**src/hw/adc_ctrl_pkg.sv**
```systemverilog
// Constants and types for the converter control block
// Assumes a single 100 MHz clock domain and synchronous reset
package adc_ctrl_pkg;
  localparam int DATA_W = 8;
  localparam int CLK_DIV = 12;
  localparam int SETTLE_TICKS = 2;
  localparam int CONV_TICKS = 10;
  localparam logic [7:0] CODE_FULL = 8'hFF;
  localparam logic [7:0] CODE_ZERO = 8'h00;
  localparam logic [7:0] RESULT_RST = 8'h00;
  localparam logic [7:0] MSB_BIT = 8'h80;
  localparam int CTRL_W = 4;
  localparam int CTRL_PD_BIT = 3;
  localparam int CTRL_IE_BIT = 2;
  localparam int CTRL_ST_BIT = 1;
  localparam int CTRL_EOC_BIT = 0;

  typedef enum logic [3:0] {
    ST_OFF = 4'h1,
    ST_IDLE = 4'h2,
    ST_CONV = 4'h4,
    ST_DONE = 4'h8
  } conv_state_e;
endpackage

```
**src/hw/sar_if.sv**
```systemverilog
// Handshake between sequencer and successive approximation register
// Assumes both ends run on clk_in
`timescale 1ns/1ps
`default_nettype none
interface sar_if;
  logic tick;
  logic clear;
  logic cmp_high;
  logic [7:0] trial;
  logic [7:0] code;
  logic done;
  modport seq (output tick, output clear, input trial, input code, input done);
  modport sar (input tick, input clear, input cmp_high, output trial, output code,
    output done);
endinterface
`default_nettype wire

```
**src/hw/adc_conversion_control.sv**
```systemverilog
// Conversion sequencer: power-up, start, completion flag, interrupt
// Assumes comparator input is asynchronous; no register bus, plain ports
`timescale 1ns/1ps
`default_nettype none
module adc_conversion_control #(
  parameter int SETTLE_TICKS = adc_ctrl_pkg::SETTLE_TICKS,
  parameter int CONV_TICKS = adc_ctrl_pkg::CONV_TICKS
) (
  input wire logic clk_in,
  input wire logic rst_in,
  input wire logic ce_in,
  input wire logic converter_power_down_in,
  input wire logic conversion_irq_enable_in,
  input wire logic conversion_start_in,
  input wire logic cmp_high_in,
  output logic [7:0] trial_code_out,
  output logic analog_power_out,
  output logic busy_out,
  output logic [7:0] result_out,
  output logic [3:0] converter_control_reg_out,
  output logic eoc_out,
  output logic irq_out
);
  localparam logic [7:0] SETTLE_N = 8'(SETTLE_TICKS);
  localparam logic [7:0] CONV_N = 8'(CONV_TICKS);
  localparam logic [7:0] SYNC_N = 8'h01;

  sar_if s();
  logic tick;
  logic cmp_s1_r, cmp_s2_r;
  adc_ctrl_pkg::conv_state_e state_r, state_nxt;
  logic [7:0] settle_r, settle_nxt;
  logic [7:0] cnt_r, cnt_nxt;
  logic [7:0] result_r, result_nxt;
  logic eoc_r, eoc_nxt;
  logic irq_r, irq_nxt;
  logic clear_c;

  tick_div #(.DIV(adc_ctrl_pkg::CLK_DIV)) u_div (
    .clk_in(clk_in),
    .rst_in(rst_in),
    .ce_in(ce_in),
    .tick_out(tick)
  );

  sar_reg u_sar (
    .clk_in(clk_in),
    .rst_in(rst_in),
    .ce_in(ce_in),
    .s(s)
  );

  // Comparator from analog side, two stages
  always_ff @(posedge clk_in) begin
    if (rst_in) begin
      cmp_s1_r <= 1'b0;
      cmp_s2_r <= 1'b0;
    end else if (ce_in) begin
      cmp_s1_r <= cmp_high_in;
      cmp_s2_r <= cmp_s1_r;
    end
  end
  assign s.cmp_high = cmp_s2_r;
  assign s.tick = tick && (state_r == adc_ctrl_pkg::ST_CONV) && (cnt_r >= SYNC_N);
  assign s.clear = clear_c;

  always_comb begin
    state_nxt = state_r;
    settle_nxt = settle_r;
    cnt_nxt = cnt_r;
    result_nxt = result_r;
    eoc_nxt = eoc_r;
    irq_nxt = irq_r;
    clear_c = 1'b0;
    case (state_r)
      adc_ctrl_pkg::ST_OFF: begin
        if (!converter_power_down_in && tick) begin
          if (settle_r >= SETTLE_N - 8'h01) begin
            state_nxt = adc_ctrl_pkg::ST_IDLE;
          end else begin
            settle_nxt = 8'(settle_r + 8'h01);
          end
        end
      end
      adc_ctrl_pkg::ST_IDLE: begin
      end
      adc_ctrl_pkg::ST_CONV: begin
        if (tick) begin
          cnt_nxt = 8'(cnt_r + 8'h01);
        end
        if (tick && cnt_r == CONV_N - 8'h01) begin
          state_nxt = adc_ctrl_pkg::ST_DONE;
        end
      end
      adc_ctrl_pkg::ST_DONE: begin
        result_nxt = s.code;
        eoc_nxt = 1'b1;
        irq_nxt = conversion_irq_enable_in;
        state_nxt = adc_ctrl_pkg::ST_IDLE;
      end
      default: begin
        state_nxt = adc_ctrl_pkg::ST_OFF;
      end
    endcase
    if (conversion_start_in && state_r != adc_ctrl_pkg::ST_OFF
        && !converter_power_down_in) begin
      state_nxt = adc_ctrl_pkg::ST_CONV;
      cnt_nxt = 8'h00;
      clear_c = 1'b1;
      eoc_nxt = 1'b0;
      irq_nxt = 1'b0;
    end
    if (!conversion_irq_enable_in) begin
      irq_nxt = 1'b0;
    end
    if (converter_power_down_in) begin
      state_nxt = adc_ctrl_pkg::ST_OFF;
      settle_nxt = 8'h00;
    end
  end

  always_ff @(posedge clk_in) begin
    if (rst_in) begin
      state_r <= adc_ctrl_pkg::ST_OFF;
      settle_r <= 8'h00;
      cnt_r <= 8'h00;
      result_r <= adc_ctrl_pkg::RESULT_RST;
      eoc_r <= 1'b0;
      irq_r <= 1'b0;
    end else if (ce_in) begin
      state_r <= state_nxt;
      settle_r <= settle_nxt;
      cnt_r <= cnt_nxt;
      result_r <= result_nxt;
      eoc_r <= eoc_nxt;
      irq_r <= irq_nxt;
    end
  end

  assign trial_code_out = s.trial;
  assign analog_power_out = !converter_power_down_in;
  assign busy_out = (state_r == adc_ctrl_pkg::ST_CONV);
  assign result_out = result_r;
  assign eoc_out = eoc_r;
  assign irq_out = irq_r;
  assign converter_control_reg_out = {converter_power_down_in, conversion_irq_enable_in,
    1'b0, eoc_r};

  AST_START_CLEARS_EOC: assert property (@(posedge clk_in) disable iff (rst_in)
    ce_in && conversion_start_in && state_r != adc_ctrl_pkg::ST_OFF
    && !converter_power_down_in |=> !eoc_r && !irq_r) else $error("start kept flag");
  AST_DONE_SETS_EOC: assert property (@(posedge clk_in) disable iff (rst_in)
    ce_in && state_r == adc_ctrl_pkg::ST_DONE && !conversion_start_in
    && !converter_power_down_in |=> eoc_r) else $error("eoc not set");
  AST_RESULT_STORED: assert property (@(posedge clk_in) disable iff (rst_in)
    ce_in && state_r == adc_ctrl_pkg::ST_DONE |=> result_r == $past(s.code))
    else $error("result not stored");
  AST_IRQ_NEEDS_EN: assert property (@(posedge clk_in) disable iff (rst_in)
    $rose(irq_r) |-> $past(conversion_irq_enable_in)) else $error("irq without enable");
  AST_IRQ_HAS_EOC: assert property (@(posedge clk_in) disable iff (rst_in)
    irq_r |-> eoc_r) else $error("irq without eoc");
  AST_ONE_CONV: assert property (@(posedge clk_in) disable iff (rst_in)
    state_r == adc_ctrl_pkg::ST_DONE |=> state_r != adc_ctrl_pkg::ST_CONV
    || $past(conversion_start_in)) else $error("auto restart");
  AST_START_READ_ZERO: assert property (@(posedge clk_in) disable iff (rst_in)
    converter_control_reg_out[adc_ctrl_pkg::CTRL_ST_BIT] == 1'b0)
    else $error("start bit read one");
  AST_PD_STOPS: assert property (@(posedge clk_in) disable iff (rst_in)
    ce_in && converter_power_down_in |=> state_r == adc_ctrl_pkg::ST_OFF)
    else $error("powered down but active");
  AST_RESTART: assert property (@(posedge clk_in) disable iff (rst_in)
    ce_in && busy_out && conversion_start_in && !converter_power_down_in
    |=> busy_out && cnt_r == 8'h00) else $error("no restart");

  logic [7:0] seen_r, seen_nxt;
  always_comb begin
    seen_nxt = seen_r;
    if (clear_c) begin
      seen_nxt = 8'h00;
    end else if (tick && busy_out) begin
      seen_nxt = 8'(seen_r + 8'h01);
    end
  end

  always_ff @(posedge clk_in) begin
    if (rst_in) begin
      seen_r <= 8'h00;
    end else if (ce_in) begin
      seen_r <= seen_nxt;
    end
  end

  AST_CONV_LENGTH: assert property (@(posedge clk_in) disable iff (rst_in)
    $rose(eoc_r) |-> seen_r == CONV_N) else $error("conversion length wrong");
  AST_CNT_BOUND: assert property (@(posedge clk_in) disable iff (rst_in)
    busy_out |-> cnt_r < CONV_N) else $error("conversion count overrun");
  AST_SAR_DONE_IN_CONV: assert property (@(posedge clk_in) disable iff (rst_in)
    s.done |-> busy_out || $past(converter_power_down_in))
    else $error("sar finished outside conversion");
  AST_CE_FREEZE: assert property (@(posedge clk_in) disable iff (rst_in)
    !ce_in |=> $stable(state_r) && $stable(result_r) && $stable(eoc_r) && $stable(irq_r))
    else $error("state moved while frozen");
  AST_START_REFUSED_OFF: assert property (@(posedge clk_in) disable iff (rst_in)
    ce_in && state_r == adc_ctrl_pkg::ST_OFF |=> !busy_out)
    else $error("start taken while off");
  AST_SETTLE_BOUND: assert property (@(posedge clk_in) disable iff (rst_in)
    state_r == adc_ctrl_pkg::ST_OFF |-> settle_r < SETTLE_N)
    else $error("settle count overrun");
  AST_IRQ_DROPS_NO_EN: assert property (@(posedge clk_in) disable iff (rst_in)
    ce_in && !conversion_irq_enable_in |=> !irq_r) else $error("irq kept without enable");
  AST_EOC_ONLY_DONE: assert property (@(posedge clk_in) disable iff (rst_in)
    $rose(eoc_r) |-> $past(state_r) == adc_ctrl_pkg::ST_DONE)
    else $error("eoc set outside completion");
  AST_RESULT_ONLY_DONE: assert property (@(posedge clk_in) disable iff (rst_in)
    $changed(result_r) |-> $past(state_r) == adc_ctrl_pkg::ST_DONE)
    else $error("result changed outside completion");
  AST_START_IN_DONE: assert property (@(posedge clk_in) disable iff (rst_in)
    ce_in && state_r == adc_ctrl_pkg::ST_DONE && conversion_start_in
    && !converter_power_down_in |=> busy_out) else $error("start lost at completion");
endmodule
`default_nettype wire

```
**src/hw/sar_reg.sv**
```systemverilog
// Successive approximation register, one bit per converter tick
// Assumes cmp_high reflects comparator for the current trial code
`timescale 1ns/1ps
`default_nettype none
module sar_reg (
  input wire logic clk_in,
  input wire logic rst_in,
  input wire logic ce_in,
  sar_if.sar s
);
  logic [7:0] code_r, code_nxt;
  logic [7:0] bit_r, bit_nxt;
  logic done_r, done_nxt;

  always_comb begin
    code_nxt = code_r;
    bit_nxt = bit_r;
    done_nxt = 1'b0;
    if (s.clear) begin
      code_nxt = adc_ctrl_pkg::CODE_ZERO;
      bit_nxt = adc_ctrl_pkg::MSB_BIT;
    end else if (s.tick && bit_r != 8'h00) begin
      if (s.cmp_high) begin
        code_nxt = code_r | bit_r;
      end
      bit_nxt = bit_r >> 1;
      done_nxt = (bit_r == 8'h01);
    end
  end

  always_ff @(posedge clk_in) begin
    if (rst_in) begin
      code_r <= adc_ctrl_pkg::CODE_ZERO;
      bit_r <= 8'h00;
      done_r <= 1'b0;
    end else if (ce_in) begin
      code_r <= code_nxt;
      bit_r <= bit_nxt;
      done_r <= done_nxt;
    end
  end

  assign s.trial = code_r | bit_r;
  assign s.code = code_r;
  assign s.done = done_r;
endmodule
`default_nettype wire

```
**src/hw/tick_div.sv**
```systemverilog
// Divide-by-twelve converter clock enable
// Assumes clk_in is the internal clock
`timescale 1ns/1ps
`default_nettype none
module tick_div #(
  parameter int DIV = adc_ctrl_pkg::CLK_DIV
) (
  input wire logic clk_in,
  input wire logic rst_in,
  input wire logic ce_in,
  output logic tick_out
);
  logic [7:0] cnt_r;
  logic [7:0] cnt_nxt;

  always_comb begin
    cnt_nxt = cnt_r;
    if (ce_in) begin
      cnt_nxt = (cnt_r == 8'(DIV - 1)) ? 8'h00 : 8'(cnt_r + 8'h01);
    end
  end

  always_ff @(posedge clk_in) begin
    if (rst_in) begin
      cnt_r <= 8'h00;
    end else begin
      cnt_r <= cnt_nxt;
    end
  end

  assign tick_out = ce_in && (cnt_r == 8'(DIV - 1));

  AST_TICK_SPACING: assert property (@(posedge clk_in) disable iff (rst_in)
    tick_out |=> !tick_out) else $error("tick repeated");
endmodule
`default_nettype wire
```
**config.mk**
```make
export PLATFORM = sky130hd
export DESIGN_NAME = adc_conversion_control
export DESIGN_NICKNAME = d
export VERILOG_FILES = /design/src/hw/adc_ctrl_pkg.sv /design/src/hw/sar_if.sv /design/src/hw/adc_conversion_control.sv /design/src/hw/sar_reg.sv /design/src/hw/tick_div.sv
export SDC_FILE = /design/constraint.sdc
export NUM_CORES = 1
export LEC_CHECK = 0
export BUFFER_PORTS_ARGS = -buffer_cell sky130_fd_sc_hd__buf_2
export CAP_MARGIN = 20
export CORE_AREA = 2 2 83 85
export CTS_BUF_LIST = sky130_fd_sc_hd__clkbuf_4
export CTS_CLUSTER_DIAMETER = 80
export CTS_CLUSTER_SIZE = 16
export DETAILED_ROUTE_END_ITERATION = 10
export DIE_AREA = 0 0 85 87
export PLACE_DENSITY = 0.57
export RECOVER_POWER = 50
export REMOVE_ABC_BUFFERS = 1
export SLEW_MARGIN = 30
export SYNTH_ARGS = -nofsm -noshare
export SYNTH_HDL_FRONTEND = slang
export SYNTH_SLANG_ARGS = --single-unit
```
**constraint.sdc**
```tcl
create_clock -name clk_in -period 1.9 [get_ports clk_in]
set_input_delay 0.19 -clock clk_in [delete_from_list [all_inputs] [get_ports clk_in]]
set_output_delay 0.19 -clock clk_in [all_outputs]
set_load 0.02 [all_outputs]
```
==> metrics.md <==
| Metric | Value |
|---|---|
| Ys Warns | `0` |
| Clock Skew | `9.95 ps` |
| Status | `completed` |
| CTS Sinks | `56` |
| Worst min path class | `in2reg` |
| DP Worst Slack | `-61.5 ps` |
| Sequential share of power | `62.0%` |
| GP Congestion | `0.819` |
| Worst VDD drop | `0.283 mV` |
| Initial Utilization | `38.9%` |
| Synth cell types | `50` |
| Share of cells above drive strength 1 | `26.9%` |
| Synth area leaders | `dfxtp_1 44%, nor2_1 5.4%, mux2i_1 4.7%, ha_1 3.4%, a21oi_1 3.3%` |
| Post-route cell area | `3180 sq um` |
| Count of pins over their slew limit | `0` |
| Cell Chain, Critical Path | `or4b_4, and3_4, or3_4, o22ai_1` |
| Commonest non-fill, non-tap cell in the layout | `dfxtp_1` |
| Crit path required time | `2230 ps` |
| Switching power share of the total | `26.6%` |
| DRT antenna net count | `0` |
| Most frequent cells in the layout | `52 x dfxtp_1, 37 x buf_4, 36 x nor2_1` |
| Vias in the first global route | `1976` |
| Clock share of power | `28.3%` |
| Via count | `2093` |
| Die area | `7400 sq um` |
| CP max-delay cell | `or4b_4` |
| Top_reg_cell synth | `dfxtp_1` |
| Multi-input gate area | `1410 sq um` |
| Post-synth ARST share | `0%` |
| TritonRoute pass-1 iters | `4` |
| Post-DP Area | `2980 sq um` |
| Final hold viol count | `0` |
| Max incr delay on CP | `550 ps` |
| WP data arrival | `2170 ps` |
| Root buf cell | `clkbuf_4` |
| Combinational share of power | `9.7%` |
| Fin worst setup slack | `65.9 ps` |
| R2R cell count | `4` |
| Post-Place Cells | `407` |
| Clk buf depth | `2` |
| Pwr Total | `1.94 mW` |
| Hold WS | `57.5 ps` |
| Detailed Place HPWL | `3.98 mm` |
| Register Area | `1130 sq um` |
| Fin Setup TNS | `0 ps` |
| Syn-to-layout area delta | `24.7%` |
| Nets | `351` |
| Grt ovf | `0` |
| Synth area leader | `dfxtp_1` |
| Critical path peak fanout | `7` |
| Period Utilization, post-route | `96.5%` |
| P_sw | `0.517 mW` |
| Worst Setup Start Kind | `flop` |
| DR WL/cell | `13.3 um` |
| Total wire length | `5.55 mm` |
| Internal power | `1.43 mW` |
| Hold path cells | `3` |
| EDFF count, synth | `0` |
| Max Cap Viol | `0` |
| # DRC | `0` |
| Pin count of the biggest net entering global routing | `27` |
| Clock Pin Slew Worst Setup and Hold Paths | `170 ps` |
| H-tree depth | `2` |
| Avg Inst Size Synth | `9.18 sq um` |
| Synth Register Bits | `56` |
| Post-layout min period | `1830 ps` |
| Fmax | `545 MHz` |
| Die Span Y | `87 um` |
| Core Rows | `30` |
| Seq/Total Area, Yosys | `43.9%` |
| RSZ-0062 raised after global routing | `yes` |
| Global-route met2 utilization | `25.5%` |
| GRT Resource Usage Total | `15.9%` |
| Final Setup Violations | `0` |
| Core Util, Final | `48.4%` |
| Top Usage Layer GRT | `met2` |
| Clk_lat worst skew | `390 ps` |
| Initial antenna violation count | `0` |
| Met1 GRT Util | `21.8%` |
| Initial DRC Count | `105` |
| Top cell type's share of synthesized area | `43.9%` |
| DIE WIDTH | `85 um` |
| First-pass GRT wire length | `9.49 mm` |
| Crit. End Element | `flop` |
| I/O pin total | `31` |
| Core Area | `6570 sq um` |
| Cells after Synth | `278` |
| CTS tree | `yes` |
| IO buf count | `29` |
| Filler Cells Inserted | `658` |
| Met3 usage | `2.84%` |
| Post-Layout Cell Count | `418` |
| Diode count | `0` |
| Leak | `1.27 nW` |
| Worst Setup Path Type | `reg2reg` |
| Pwr Density | `611 nW/um^2` |
| DR vias/cell | `5.01` |
| Mapped Area | `2550 sq um` |
| Num CTS Buffers | `5` |
cell type report:
| class | instances | area share [%] |
|---|---|---|
| clock inverters | 3 | 0.708 |
| flip-flops and latches | 56 | 35.5 |
| repair buffers | 69 | 13.5 |
| clock buffers | 5 | 1.18 |
| well taps | 80 | 3.15 |
| inverters | 14 | 1.65 |
| multi-input cells | 191 | 44.4 |
per-layer routing:
metal | wire length [um] | up-vias
li1 | - | 1082
met1 | 2720 | 974
met2 | 2590 | 28
met5 | 0 | -
met3 | 150 | 9
met4 | 89 | 0
worst max-delay path, delay by kind of cell, from the launching register on:
kind               cells  cell delay, ps
AOI/OAI and AO/OA      1             180
and+or+nand+nor        3            1200
DFF                    1             400
cell families (layout without fill, tap and decap cells):
logic type | after synthesis | in the layout | synth area share [%]
DFF | 56 | 56 | 43.9
muxes | 13 | 13 | 5.15
other | 1 | 1 | 0.147
xor gates and xnor gates | 14 | 14 | 4.80
AOI/OAI and AO/OA | 44 | 44 | 12.2
buffers and inverters | 31 | 91 | 5.64
adders and majority gates | 7 | 7 | 3.43
and+or+nand+nor | 112 | 112 | 24.8
worst paths after layout:
check	startpoint	to	slack, ps
min	conversion_irq_enable_in	irq_out	60
min reg2reg	eoc_out	eoc_out	470
max	state_r[2]	u_sar.bit_r[3]	70
max reg2reg	state_r[2]	u_sar.bit_r[3]	70
state kept, by name, indices dropped and copies added (netlist names):
name and count:
result_out 8, u_div.cnt_r 8, settle_r 8, cmp_s2_r 1, cmp_s1_r 1, irq_out 1, u_sar.s.code 8, u_sar.bit_r 8
state_r 4, cnt_r 8, eoc_out 1
power groups by stage:
stage / Clock, mW / Combinational [mW] / Sequential (mW)
6_report: 0.550 / 0.188 / 1.20
5_1_grt: 0.615 / 0.211 / 1.21
4_1_cts: 0.571 / 0.181 / 1.21
3_5_place_dp: 0 / 0.176 / 1.23
3_3_place_gp: 0 / 0.175 / 1.23
2_1_floorplan: 0 / 0.0843 / 1.23
timing repair:
item | in CTS | in global routing
gates resized for setup | 10 | 19
hold buffers | 0 | 1
endpoints found under the setup margin | 13 | 18
buffers inserted | 1 | 1
pin swaps | 3 | 7
endpoints found under the hold margin | 0 | 1
Yosys cell counts, drive strengths merged, types with 2 or more instances:
master	number
nand3	9
ha	7
a211oi	5
xnor2	8
and3	2
nand2b	10
or2	9
nor3	2
inv	14
nand4	5
o31ai	2
nor4b	3
buf	9
a21o	2
clkbuf	8
nand2	11
or4b	2
dfxtp	56
nor2	37
or4	5
nor4	3
a21oi	17
and2	5
nand3b	3
nor2b	2
xor2	6
a2111oi	3
nor3b	2
mux2i	12
o22ai	7
(Power assumes the default switching activity.)
